File: config.mk
export PLATFORM = sky130hd
export DESIGN_NAME = hmcg_halt_ctrl
export DESIGN_NICKNAME = d
export VERILOG_FILES = /design/src/hw/hmcg_pkg.sv /design/src/hw/hmcg_halt_ctrl.sv /design/src/hw/hmcg_wake_detect.sv
export SDC_FILE = /design/constraint.sdc
export NUM_CORES = 1
export LEC_CHECK = 0
export BUFFER_PORTS_ARGS = -buffer_cell sky130_fd_sc_hd__clkbuf_2
export CAP_MARGIN = 15
export CELL_PAD_IN_SITES_DETAIL_PLACEMENT = 0
export CELL_PAD_IN_SITES_GLOBAL_PLACEMENT = 1
export CORE_MARGIN = 8
export CORE_UTILIZATION = 35
export CTS_BUF_LIST = sky130_fd_sc_hd__clkbuf_4 sky130_fd_sc_hd__clkbuf_8
export DETAILED_ROUTE_END_ITERATION = 8
export PLACE_DENSITY = 0.71
export RECOVER_POWER = 50
export SLEW_MARGIN = 20
export SYNTH_ARGS = -nofsm -noshare
export SYNTH_HDL_FRONTEND = slang
export SYNTH_SLANG_ARGS = --single-unit
File: constraint.sdc
create_clock -name clock_in -period 4.15 [get_ports clock_in]
set_input_delay 1.0375 -clock clock_in [delete_from_list [all_inputs] [get_ports clock_in]]
set_output_delay 1.0375 -clock clock_in [all_outputs]
set_load 0.02 [all_outputs]
File: src/hw/hmcg_pkg.sv
// shared constants, state codes and carrier structs of the halt clock gating block
package hmcg_pkg;

    // ----------------------------------------------------------------
    // clock and timing
    // ----------------------------------------------------------------
    localparam int HMCG_CLK_PERIOD_NS = 20;          // system clock period, 50 mhz
    localparam int HMCG_WAIT_VEC_CLOCKS = 11;        // release wait, vectored servicing
    localparam int HMCG_WAIT_NOVEC_CLOCKS = 4;       // release wait, next instruction
    localparam int HMCG_CNT_W = 4;                   // wide enough for the longer wait
    localparam logic [HMCG_CNT_W-1:0] HMCG_LOAD_VEC = HMCG_CNT_W'(HMCG_WAIT_VEC_CLOCKS - 1);
    localparam logic [HMCG_CNT_W-1:0] HMCG_LOAD_NOVEC = HMCG_CNT_W'(HMCG_WAIT_NOVEC_CLOCKS - 1);
    localparam logic [HMCG_CNT_W-1:0] HMCG_CNT_LAST = 4'h1;   // last wait cycle
    localparam logic [HMCG_CNT_W-1:0] HMCG_CNT_RST = 4'h0;    // counter after reset

    // ----------------------------------------------------------------
    // interrupt sources
    // ----------------------------------------------------------------
    localparam int HMCG_IRQ_COUNT = 8;               // maskable request lines watched

    // ----------------------------------------------------------------
    // state and clock source codes
    // ----------------------------------------------------------------
    typedef enum logic [2:0] {
        HMCG_ST_RUN = 3'h1,                          // cpu clocked, executing
        HMCG_ST_HALT = 3'h2,                         // cpu clock gated off
        HMCG_ST_WAIT = 3'h4                          // released, counting the wait
    } hmcg_state_t;

    typedef enum logic [1:0] {
        HMCG_SRC_FAST = 2'h0,                        // internal fast oscillator
        HMCG_SRC_XTAL = 2'h1,                        // crystal oscillator
        HMCG_SRC_EXT = 2'h2                          // external main clock input
    } hmcg_src_t;

    // ----------------------------------------------------------------
    // carrier of the clock gate controls
    // ----------------------------------------------------------------
    typedef struct packed {
        logic cpu_en;                                // clock enable to the cpu core
        logic fast_osc_run;                          // internal fast oscillator run
        logic xtal_run;                              // crystal oscillator run
        logic ext_clk_en;                            // external main clock input gate
        logic low_osc_run;                           // low speed oscillator run
        logic wdt_en;                                // watchdog clock enable
        logic periph_en;                             // timers, watch timer, converter
        logic retain;                                // freeze ram, flash and port latches
    } hmcg_clk_gate_t;

    localparam hmcg_clk_gate_t HMCG_GATE_RST = 8'hde; // all running but the crystal, retain off

endpackage

File: src/hw/hmcg_halt_ctrl.sv
// halt mode standby controller: cpu clock gating, source retention and release wait
`timescale 1ns/1ps
module hmcg_halt_ctrl (
    // clock and reset
    input wire logic clock_in,
    input wire logic rst_n_in,
    // cpu core side
    input wire logic halt_instr_in,
    input wire hmcg_pkg::hmcg_src_t cpu_clk_sel_in,
    input wire logic int_ack_en_in,
    // interrupt request logic
    input wire logic [hmcg_pkg::HMCG_IRQ_COUNT-1:0] irq_req_in,
    input wire logic [hmcg_pkg::HMCG_IRQ_COUNT-1:0] interrupt_mask_flag_in,
    // clock generator settings held by software
    input wire logic crystal_en_in,
    input wire logic ext_clk_present_in,
    input wire logic low_osc_en_in,
    input wire logic wdt_sw_stoppable_in,
    // gate controls
    output hmcg_pkg::hmcg_clk_gate_t clk_gate_out,
    // status toward the cpu core
    output logic halted_out,
    output logic resume_out,
    output logic vector_out
);
    import hmcg_pkg::*;

    // ----------------------------------------------------------------
    // module state
    // ----------------------------------------------------------------
    typedef struct packed {
        hmcg_state_t state;                  // controller state
        hmcg_src_t sel;                      // cpu clock source caught at entry
        logic xtal;                          // crystal run level caught at entry
        logic losc;                          // low oscillator level caught at entry
        logic vec;                           // servicing decision caught at release
        logic [HMCG_CNT_W-1:0] cnt;          // release wait counter
        hmcg_clk_gate_t gate;                // registered gate controls
        logic halted;                        // registered halt status
        logic resume;                        // one cycle resume pulse
        logic vector;                        // one cycle vectored servicing pulse
    } hmcg_regs_t;

    localparam hmcg_regs_t HMCG_REGS_RST = '{
        state: HMCG_ST_RUN, sel: HMCG_SRC_FAST, xtal: 1'b0, losc: 1'b1, vec: 1'b0,
        cnt: HMCG_CNT_RST, gate: HMCG_GATE_RST, halted: 1'b0, resume: 1'b0, vector: 1'b0};

    hmcg_regs_t r_q;     // registered state
    hmcg_regs_t r_d;     // next state
    logic wake;          // unmasked request pending

    // ----------------------------------------------------------------
    // release source
    // ----------------------------------------------------------------
    hmcg_wake_detect u_wake (
        .irq_req_in(irq_req_in),
        .interrupt_mask_flag_in(interrupt_mask_flag_in),
        .wake_out(wake)
    );

    // gate values for running: cpu on, sources as software sets them
    function automatic hmcg_clk_gate_t run_gate(input hmcg_src_t sel, input logic xtal_en,
                                                input logic ext_in, input logic losc_en);
        hmcg_clk_gate_t g;
        g.cpu_en = 1'b1;
        g.fast_osc_run = 1'b1;
        g.xtal_run = xtal_en | (sel == HMCG_SRC_XTAL);
        g.ext_clk_en = ext_in | (sel == HMCG_SRC_EXT);
        g.low_osc_run = losc_en;
        g.wdt_en = 1'b1;
        g.periph_en = 1'b1;
        g.retain = 1'b0;
        return g;
    endfunction

    // ----------------------------------------------------------------
    // next state
    // ----------------------------------------------------------------
    always_comb begin
        r_d = r_q;
        r_d.resume = 1'b0;
        r_d.vector = 1'b0;
        unique case (r_q.state)
            HMCG_ST_RUN: begin
                r_d.gate = run_gate(cpu_clk_sel_in, crystal_en_in, ext_clk_present_in,
                                    low_osc_en_in);
                // entry only on the instruction, whatever clock the cpu used
                if (halt_instr_in) begin
                    r_d.state = HMCG_ST_HALT;
                    r_d.sel = cpu_clk_sel_in;
                    r_d.xtal = crystal_en_in;
                    r_d.losc = low_osc_en_in;
                    r_d.halted = 1'b1;
                    r_d.gate.cpu_en = 1'b0;
                    r_d.gate.retain = 1'b1;
                    r_d.gate.wdt_en = ~wdt_sw_stoppable_in;
                end
            end
            HMCG_ST_HALT: begin
                r_d.gate.cpu_en = 1'b0;
                r_d.gate.fast_osc_run = 1'b1;
                // crystal held as before entry unless it feeds the cpu
                r_d.gate.xtal_run = r_q.xtal | (r_q.sel == HMCG_SRC_XTAL);
                // external input follows the pin unless it feeds the cpu
                r_d.gate.ext_clk_en = ext_clk_present_in | (r_q.sel == HMCG_SRC_EXT);
                r_d.gate.low_osc_run = r_q.losc;
                r_d.gate.retain = 1'b1;
                r_d.gate.periph_en = 1'b1;
                r_d.gate.wdt_en = ~wdt_sw_stoppable_in;
                // a masked request leaves wake low, so the core stays here
                if (wake) begin
                    r_d.state = HMCG_ST_WAIT;
                    r_d.vec = int_ack_en_in;
                    r_d.cnt = int_ack_en_in ? HMCG_LOAD_VEC : HMCG_LOAD_NOVEC;
                end
            end
            HMCG_ST_WAIT: begin
                // sources stay as in halt until execution resumes
                r_d.gate.ext_clk_en = ext_clk_present_in | (r_q.sel == HMCG_SRC_EXT);
                r_d.gate.wdt_en = ~wdt_sw_stoppable_in;
                r_d.cnt = r_q.cnt - HMCG_CNT_LAST;
                if (r_q.cnt == HMCG_CNT_LAST) begin
                    r_d.state = HMCG_ST_RUN;
                    r_d.halted = 1'b0;
                    r_d.resume = 1'b1;
                    r_d.vector = r_q.vec;
                    r_d.gate = run_gate(cpu_clk_sel_in, crystal_en_in, ext_clk_present_in,
                                        low_osc_en_in);
                end
            end
            // an illegal code falls back to running
            default: begin
                r_d = HMCG_REGS_RST;
            end
        endcase
    end

    // ----------------------------------------------------------------
    // state register; reset ends halt and returns to running at once
    // ----------------------------------------------------------------
    always_ff @(posedge clock_in or negedge rst_n_in) begin
        if (!rst_n_in) begin
            r_q <= HMCG_REGS_RST;
        end else begin
            r_q <= r_d;
        end
    end

    // outputs straight from the state flops
    assign clk_gate_out = r_q.gate;
    assign halted_out = r_q.halted;
    assign resume_out = r_q.resume;
    assign vector_out = r_q.vector;
endmodule

File: src/hw/hmcg_wake_detect.sv
// unmasked interrupt request detector that releases the halt state
`timescale 1ns/1ps
module hmcg_wake_detect (
    // request lines and their masks
    input wire logic [hmcg_pkg::HMCG_IRQ_COUNT-1:0] irq_req_in,
    input wire logic [hmcg_pkg::HMCG_IRQ_COUNT-1:0] interrupt_mask_flag_in,
    // release request
    output logic wake_out
);
    import hmcg_pkg::*;

    logic [HMCG_IRQ_COUNT-1:0] unmasked; // per line request that passes its mask

    // ----------------------------------------------------------------
    // per line gating; a set mask keeps the core halted whatever the priority
    // ----------------------------------------------------------------
    for (genvar i = 0; i < HMCG_IRQ_COUNT; i++) begin : g_line
        assign unmasked[i] = irq_req_in[i] & ~interrupt_mask_flag_in[i];
    end

    assign wake_out = |unmasked;
endmodule

==> results.md, run 1 <==
* Hold WC Path Type: flop to flop
* Final slew viol count at 0
* Synthesized area at 1350 um^2
* RSZ-0062 raised after global routing: false
* Overall Global Routing Usage at 10.2%
* EDFF count, synth at 0
* Die Height at 78.0 um
* HPWL Detailed at 2350 um
* Largest delay share family, worst path: flip-flops
* Sw Share at 39.6%
* Routed Antenna Nets at 0
* Ys async rst share at 100%
* Leak pwr at 0.697 nW
* Top-area cell type share of the netlist area at 27.9%
* Final setup fails at 0
* Worst-path clk slew at 80 ps
* Post-cts resize count at 0
* Fin crit share at 48.1%
* Vias at 1102
* Ys Warns at 0
* Initial DRC count at 34
* Synth cell count leaders: dfrtp_1, a21oi_1, inv_1
* Per-cell routed wire length at 14.1 um
* Yosys top cell by area: dfrtp_1
* WP data arrival at 960 ps
* Placeable Area at 3690 um^2
* Ant diodes at 0
* Crit path required time at 3110 ps
* Worst-path cell chain: clkbuf_2
* Met1 Track Usage GR at 11.8%
* Fraction of power consumed by the clock network at 16.7%
* DRC violations left at 0
* Met3 usage at 3.34%
* Yosys reg bits at 22
* Fin crit period at 2000 ps
* Max_slew headroom at 21.1%
* Worst Setup Slack, final at 2150 ps
* Initial antenna violation count at 0
* Internal power at 0.559 mW
* Drt pass-1 iters at 4
* Met2 GRT Util at 16.5%
* CTS Buf Count at 3
* Clk Latency, worst-skew pair at 260 ps
* Max Cap Violations at 0
* Worst Max-Slew Pin Slew at 1180 ps
* CP Max Fanout at 3
* Max H-tree Level at 1
* Primary FF master, synth: dfrtp_1
* Synth area leaders: dfrtp_1, dfstp_2, buf_4
* Total clock sinks at 22
* Max incr delay on CP at 540 ps
* Worst IR Drop VDD at 0.171 mV
* Syn nets at 167
* Critical path buffers and inverters at 1
* Critical Path Sink Type: primary output
* Layout cells sized above 1 at 32.5%
* Hold_buf cts at 0
* # rows at 22
* Share of power burned in registers at 42.6%
* Clock root cell: clkbuf_8
* Largest net degree at the start of global routing at 23
* Pre-CTS setup slack at 1890 ps
* PD cells at 605 nW/um^2
* Synthesis-to-finish area growth at 13.9%
* Busiest grt layer: met2
* Most frequent cell after synthesis: dfrtp_1
* CTS tree: built
* Post-CTS Setup Inserts at 0
* CP Launch Type: flop
* Clock Skews at 4.70 ps
* Vias in the first global route at 1151
* Comb pwr share at 40.8%
* Port bufs at 36
* Gpl congestion at 0.863
* Grt ovf at 0
* Status: complete, no violations
* Post-Syn Area per Cell at 9.68 um^2
* Critical path class: flop to primary output
* Die ar. at 6080 um^2
* Endpoints failing hold at 0
* Net Sw Power at 0.367 mW
* F_max at 501 MHz
* Die W at 78.0 um
* Routed Wire Length at 3020 um
* Slowest CP cell: dfstp_2
* First-pass GRT wire length at 5200 um
* Seq/Total Area, Yosys at 41.6%
* # IOs at 37
* Bufs on Longest Clock Path at 2
* Mapped Cells at 139
* Vias/cell at 5.15
* Count of cell types in the netlist at 43
* Initial Util at 36.5%
* Nets@finish at 195
* Setup tns final at 0 ps
flip-flops by register name, indices dropped and copies added (netlist names):
name,count
r_q,12
clk_gate_out,7
halted_out,1
resume_out,1
vector_out,1
power by group through the flow:
stage	Clock [mW]	Combinational (mW)	Sequential [mW]
after floorplan	0	0.349	0.364
after global placement	0	0.375	0.401
after detailed placement	0	0.378	0.402
after CTS	0.157	0.382	0.398
after global routing	0.165	0.420	0.408
final	0.154	0.378	0.395
per-stage QoR:
step / total power, mW / hold WS [ps] / cells / util, % / instance area, um^2
after CTS: 0.937 / 495 / 214 / 41.9 / 1550
after floorplan: 0.713 / 453 / 139 / - / 1350
after global routing: 0.993 / 531 / 214 / 41.5 / 1530
after detailed placement: 0.779 / 482 / 210 / 40.4 / 1490
after global placement: 0.777 / 473 / 210 / 40.4 / 1490
final: 0.927 / 499 / 214 / 41.5 / 1530
final timing paths:
check	start	endpoint	slack, ps	depth (start not counted)
max in group asynchronous	rst_n_in	clk_gate_out[5]	2450	1
max	clk_gate_out[6]	clk_gate_out[1]	2150	1
max reg2reg	r_q[21]	clk_gate_out[4]	2230	4
min	r_q[16]	clk_gate_out[3]	500	2
min in group asynchronous	rst_n_in	vector_out	990	1
min reg2reg	r_q[16]	clk_gate_out[3]	500	2
area by class of cell:
cell class	instances	area, um^2
Inverter	11	41.3
Tap cell	48	60.1
Fill cell	385	2160
Clock buffer	4	55.1
Timing Repair Buffer	36	178
Sequential cell	22	559
Multi-Input combinational cell	93	638
cells in the final DEF, fill, tap and decap left out, types with 2 or more instances in the layout:
cell	Yosys	layout
clkbuf_2	0	34
dfrtp_1	15	15
inv_1	11	11
a21oi_1	11	11
nand2_1	10	10
o21ai_0	9	9
nor2b_1	8	8
dfstp_2	7	7
a22oi_1	5	5
nor2_1	5	5
nand2b_1	4	4
clkbuf_8	0	4
nor3b_1	2	3
o21a_1	3	3
and3_1	2	2
a2111oi_4	2	2
nand4_1	2	2
o211ai_1	2	2
or2_2	2	2
mux2i_1	2	2
a31oi_1	2	2
mux2_2	2	2
ha_1	2	2
clkbuf_1	1	2
routing by layer:
metal / up-vias / share of wire [%]
li1: 537 / -
met1: 513 / 44
met2: 48 / 45
met3: 4 / 9.5
met4: 0 / 1.9
met5: - / 0
kinds of logic after synthesis:
group,after synthesis,synth area share [%]
flip-flops,22,41.6
adder cells (fa/ha/maj),2,1.86
buffers and inverters,24,10.1
AND/OR/NAND/NOR,45,19.9
AO/OA/AOI/OAI,42,23.3
multiplexers,4,3.16
Power figures use the tool's default switching activity.
==> run 2: changes to the inputs <==
clock period = 1.9 ns   (was 4.15 ns; I/O delays follow)
==> results.md, run 2 (same netlist as run 1, synthesis figures left out) <==
* Largest net degree at the start of global routing at 23 (unchanged)
* Overall Global Routing Usage at 11.2% (+1.0 points)
* Crit path launch: r_q[11]
* Per-cell routed wire length at 14.3 um (+1.4%)
* Placeable Area at 3690 um^2 (unchanged)
* Comb pwr share at 44.6% (+3.8 points)
* Setup tns final at 0 ps (unchanged)
* Critical path class: flop to flop
* Stages on worst setup path at 6 (+5)
* Critical Path Sink Type: flop
* Worst-path cell chain: inv_1 -> ha_1 -> or3b_1 -> a21oi_1 -> o21ai_0 -> a21bo_1
* # rows at 22 (unchanged)
* Endpoints failing hold at 0 (unchanged)
* Final core occ at 43.3% (+1.8 points)
* HPWL Detailed at 2410 um (+2.3%)
* Routed Wire Length at 3160 um (+4.7%)
* Final setup fails at 0 (unchanged)
* Critical path buffers and inverters at 1 (unchanged)
* Die Height at 78.0 um (unchanged)
* Bufs on Longest Clock Path at 2 (unchanged)
* Grt ovf at 0 (unchanged)
* Fin crit period at 1680 ps
* Clock root cell: clkbuf_8
* Initial DRC count at 50 (+47%)
* Reg2reg start: r_q[11]
* Reg-to-reg critical path endpoint: r_q[12]
* Worst-path clk slew at 70 ps (about the same)
* PD cells at 1330 nW/um^2 (+120%)
* R2R depth at 6 (+2)
* Vias in the first global route at 1252 (+8.8%)
* Clock Skews at 4.80 ps (+0.104 ps)
* CP Max Fanout at 5 (+2)
* Vias at 1125 (+2.1%)
* First-pass GRT wire length at 5610 um (+8.0%)
* Worst IR Drop VDD at 0.382 mV (+120%)
* Max H-tree Level at 1 (unchanged)
* Fraction of power consumed by the clock network at 15.7% (-1.0 points)
* Drt pass-1 iters at 4 (unchanged)
* Leak pwr at 0.729 nW (+4.6%)
* CP Launch Type: flop
* CTS Buf Count at 3 (unchanged)
* # IOs at 37 (unchanged)
* Met3 usage at 3.23% (-0.12 points)
* Nets@finish at 202 (+3.6%)
* Status: complete, no violations
* Max_slew headroom at 21.3% (+0.24 points)
* Crit path required time at 2100 ps (-1010 ps)
* Post-CTS Setup Inserts at 0 (unchanged)
* Ant diodes at 0 (unchanged)
* Layout cells sized above 1 at 34.7% (+2.2 points)
* Most frequent cells in the layout: clkbuf_2, dfrtp_1, inv_1, a21oi_1, nand2_1
* Commonest non-fill, non-tap cell in the layout: clkbuf_2
* Clk Latency, worst-skew pair at 260 ps (about the same)
* Hold WC Path Type: input port to flop
* Fin crit share at 88.3%
* Max Cap Violations at 0 (unchanged)
* Met1 Track Usage GR at 12.6% (+0.80 points)
* Most flops, register: r_q
* WP data arrival at 1880 ps (+920 ps)
* Met2 GRT Util at 17.7% (+1.2 points)
* Share of power burned in registers at 39.7% (-2.9 points)
* Busiest grt layer: met2
* R2r setup slk at 220 ps (-2010 ps)
* Initial antenna violation count at 0 (unchanged)
* Sw Share at 39.1% (-0.54 points)
* CTS tree: built
* Routed Antenna Nets at 0 (unchanged)
* Largest delay share family, worst path: compound AO/OA/AOI/OAI gates
* RSZ-0062 raised after global routing: false
* Die W at 78.0 um (unchanged)
* Total clock sinks at 22 (unchanged)
* Gpl congestion at 0.884 (+2.4%)
* F_max at 596 MHz
* Net Sw Power at 0.830 mW (+130%)
* Port bufs at 36 (unchanged)
* Internal power at 1.29 mW (+130%)
* Critical Path End: r_q[12]
* Final slew viol count at 0 (unchanged)
* DRC violations left at 0 (unchanged)
* Worst Max-Slew Pin Slew at 1180 ps (-3.63 ps)
* Initial Util at 36.5% (unchanged)
* Max reg flops at 12 (unchanged)
* Synthesis-to-finish area growth at 18.7%
* Max incr delay on CP at 420 ps (-120 ps)
* Die ar. at 6080 um^2 (unchanged)
* Vias/cell at 5.09 (-1.1%)
* Slowest CP cell: dfrtp_1
[run 2: stage by stage]
stage | hold WS [ps] | instance area [um^2] | instances | power (mW) | setup WS (ps)
5_1_grt | 331 | 1600 | 221 | 2.30 | 116
6_report | 332 | 1600 | 221 | 2.12 | 222
2_1_floorplan | 179 | 1350 | 139 | 1.56 | 375
4_1_cts | 197 | 1600 | 221 | 2.14 | 171
3_5_place_dp | 482 | 1540 | 217 | 1.78 | 215
3_3_place_gp | 471 | 1540 | 217 | 1.77 | 215
[run 2: layout make-up]
| type | instances | area (um^2) |
|---|---|---|
| fill | 361 | 2090 |
| multi-input combinational | 93 | 654 |
| sequential | 22 | 559 |
| timing repair buffer | 43 | 226 |
| tap | 48 | 60.1 |
| clock buffer | 4 | 55.1 |
| inverter | 11 | 41.3 |
[run 2: worst min-delay path by stage]
stage	startpoint	to	slack, ps	cells past startpoint
floorplan	rst_n_in	clk_gate_out[0]	180	0
global placement	clk_gate_out[0]	clk_gate_out[0]	470	1
detailed placement	r_q[16]	clk_gate_out[3]	480	2
CTS	rst_n_in	halted_out	200	1
global route	wdt_sw_stoppable_in	clk_gate_out[2]	330	2
finish	wdt_sw_stoppable_in	clk_gate_out[2]	330	2
[run 2: power by group through the flow]
stage	registers (mW)	logic [mW]	clock network, mW
after floorplan	0.796	0.762	0
after global placement	0.842	0.929	0
after detailed placement	0.846	0.937	0
after CTS	0.840	0.956	0.345
after global routing	0.872	1.06	0.368
final	0.843	0.947	0.333
[run 2: per-layer routing]
metal	share of wire (%)	vias up
li1	-	548
met1	42	526
met2	48	45
met3	7.5	6
met4	2.6	0
met5	0	-
[run 2: timing repair]
action | in CTS | in global routing
resized for setup | 0 | 1
hold buffers | 0 | 0
endpoints found under the setup margin | 0 | 1
==> run 3: changes to the inputs <==
CORE_ASPECT_RATIO = 0.9   (was not set)
==> results.md, run 3 (same netlist as run 1, synthesis figures left out) <==
* Status: complete, no violations
* Clock Skews at 2.79 ps (-2.01 ps)
* CP Max Fanout at 8 (+3)
* Nets@finish at 202 (unchanged)
* Most flops, register: r_q
* Die W at 81.3 um (+4.3%)
* Max Cap Violations at 0 (unchanged)
* Critical Path Sink Type: flop
* Initial antenna violation count at 0 (unchanged)
* Reg2reg start: r_q[21]
* Total clock sinks at 22 (unchanged)
* Routed Antenna Nets at 0 (unchanged)
* Fraction of power consumed by the clock network at 15.9% (+0.2 points)
* Commonest non-fill, non-tap cell in the layout: clkbuf_2
* Placeable Area at 3700 um^2 (+0.44%)
* Max reg flops at 12 (unchanged)
* Crit path required time at 2090 ps (about the same)
* Max incr delay on CP at 550 ps (+130 ps)
* R2R depth at 5 (-1)
* Pre-CTS setup slack at 181 ps (-34.0 ps)
* HPWL Detailed at 2560 um (+6.4%)
* Setup tns final at 0 ps (unchanged)
* Synthesis-to-finish area growth at 18.0%
* Net Sw Power at 0.837 mW (+0.86%)
* CP Launch Type: flop
* Post-CTS Setup Inserts at 0 (unchanged)
* Initial Util at 36.3% (-0.16 points)
* Port bufs at 36 (unchanged)
* # IOs at 37 (unchanged)
* Comb pwr share at 43.1% (-1.5 points)
* Per-cell routed wire length at 14.8 um (+3.2%)
* Area of placed instances at 1540 um^2 (-0.16%)
* Tot Pwr at 2.12 mW (-0.21%)
* PD cells at 1330 nW/um^2 (+0.34%)
* Fill count at 384 (+6.4%)
* Design Area, Final at 1590 um^2 (-0.55%)
* Worst min-delay path endpoint: clk_gate_out[2]
* Worst Hold Launch: wdt_sw_stoppable_in
* Final core occ at 42.9% (-0.43 points)
* # rows at 21 (-4.5%)
* Overall Global Routing Usage at 11.1% (-0.076 points)
* Clk Latency, worst-skew pair at 260 ps (about the same)
* Routed Wire Length at 3230 um (+2.3%)
* Share of power burned in registers at 41.0% (+1.3 points)
* DRC violations left at 0 (unchanged)
* Max_slew headroom at 22.3% (+1.0 points)
* Worst Max-Slew Pin Slew at 1160 ps (-15.5 ps)
* Sw Share at 39.5% (+0.42 points)
* Die ar. at 6090 um^2 (about the same)
* Clock root cell: clkbuf_8
* Most frequent cells in the layout: clkbuf_2, dfrtp_1, inv_1, a21oi_1, nand2_1
* Gpl congestion at 0.790 (-11%)
* Vias in the first global route at 1203 (-3.9%)
* Endpoints failing hold at 0 (unchanged)
* F_max at 596 MHz (about the same)
* R2r setup slk at 220 ps (about the same)
* Drt pass-1 iters at 4 (unchanged)
* Final setup fails at 0 (unchanged)
* Worst-path cell chain: or2b_1 -> nor2_2 -> buf_4 -> nand2_1 -> a2bb2o_1
* Largest net degree at the start of global routing at 23 (unchanged)
* Grt ovf at 0 (unchanged)
* RSZ-0062 raised after global routing: false
* Reg-to-reg critical path endpoint: clk_gate_out[4]
* Die Height at 74.8 um (-4.1%)
* Worst-path clk slew at 80 ps (about the same)
* Fin crit share at 88.3% (about the same)
* Max H-tree Level at 1 (unchanged)
* Leak pwr at 0.723 nW (-0.92%)
* Post-cts resize count at 0 (unchanged)
* Vias at 1148 (+2.0%)
* CTS Buf Count at 3 (unchanged)
* Layout cells sized above 1 at 33.5% (-1.2 points)
* Final slew viol count at 0 (unchanged)
* CTS tree: built
* Fin crit period at 1680 ps (+0.129 ps)
* Internal power at 1.28 mW (-0.89%)
* Hold WC Path Type: input port to flop
* Ant diodes at 0 (unchanged)
* WP data arrival at 1870 ps (about the same)
* Vias/cell at 5.24 (+3.0%)
* Worst IR Drop VDD at 0.393 mV (+2.7%)
* Initial DRC count at 35 (-30%)
* Hold_buf cts at 0 (unchanged)
* Hold depth at 2 (unchanged)
* First-pass GRT wire length at 5460 um (-2.7%)
* Slowest CP cell: dfrtp_1
* Worst Setup Slack, final at 222 ps (-0.129 ps)
* Critical path class: flop to flop
* Bufs on Longest Clock Path at 2 (unchanged)
[run 3: cell counts in the layout (fill, tap and decap cells not counted)]
Identical to the previous run, type by type.
[run 3: layout make-up]
type,count,area (um^2),share of cell area (%)
clock buffers,4,55.1,3.47
flip-flops and latches,22,559,35.2
inverters,11,41.3,2.60
repair buffers,43,225,14.2
multi-input cells,93,649,40.9
well taps,46,57.6,3.62
[run 3: worst max path at each step]
stage          slack [ps]     startpoint               to  cells after the start
2_1_floorplan         370        r_q[20]  clk_gate_out[4]                      5
3_3_place_gp          230  irq_req_in[3]          r_q[12]                      5
3_5_place_dp          180  irq_req_in[3]          r_q[12]                      5
4_1_cts               230        r_q[21]  clk_gate_out[4]                      5
5_1_grt               120        r_q[12]  clk_gate_out[3]                      6
6_report              220        r_q[21]  clk_gate_out[4]                      5
[run 3: layer usage]
metal | share of wire [%] | track usage, % | wire [um] | vias to the layer above
li1 | - | - | - | 550
met1 | 43 | 13.4 | 1400 | 558
met2 | 48 | 18.3 | 1540 | 38
met3 | 7.8 | 2.86 | 252 | 2
met4 | 1.1 | 4.75 | 36 | 0
met5 | 0 | 0 | 0 | -
[run 3: per-stage QoR]
step	instances	hold WS (ps)
2_1_floorplan	139	179
3_3_place_gp	215	465
3_5_place_dp	215	481
4_1_cts	219	207
5_1_grt	219	329
6_report	219	325
[run 3: power by group through the flow]
stage	logic, mW	registers (mW)	clock network [mW]
5_1_grt	1.03	0.897	0.362
3_3_place_gp	0.906	0.865	0
3_5_place_dp	0.926	0.875	0
6_report	0.914	0.868	0.336
4_1_cts	0.932	0.866	0.343
2_1_floorplan	0.762	0.796	0
[run 3: critical path, delay by kind of cell, from the launching register on]
kind / cells / cell delay, ps
AOI/OAI and AO/OA: 1 / 260
buffers and inverters: 1 / 200
DFF: 1 / 550
and+or+nand+nor: 3 / 600
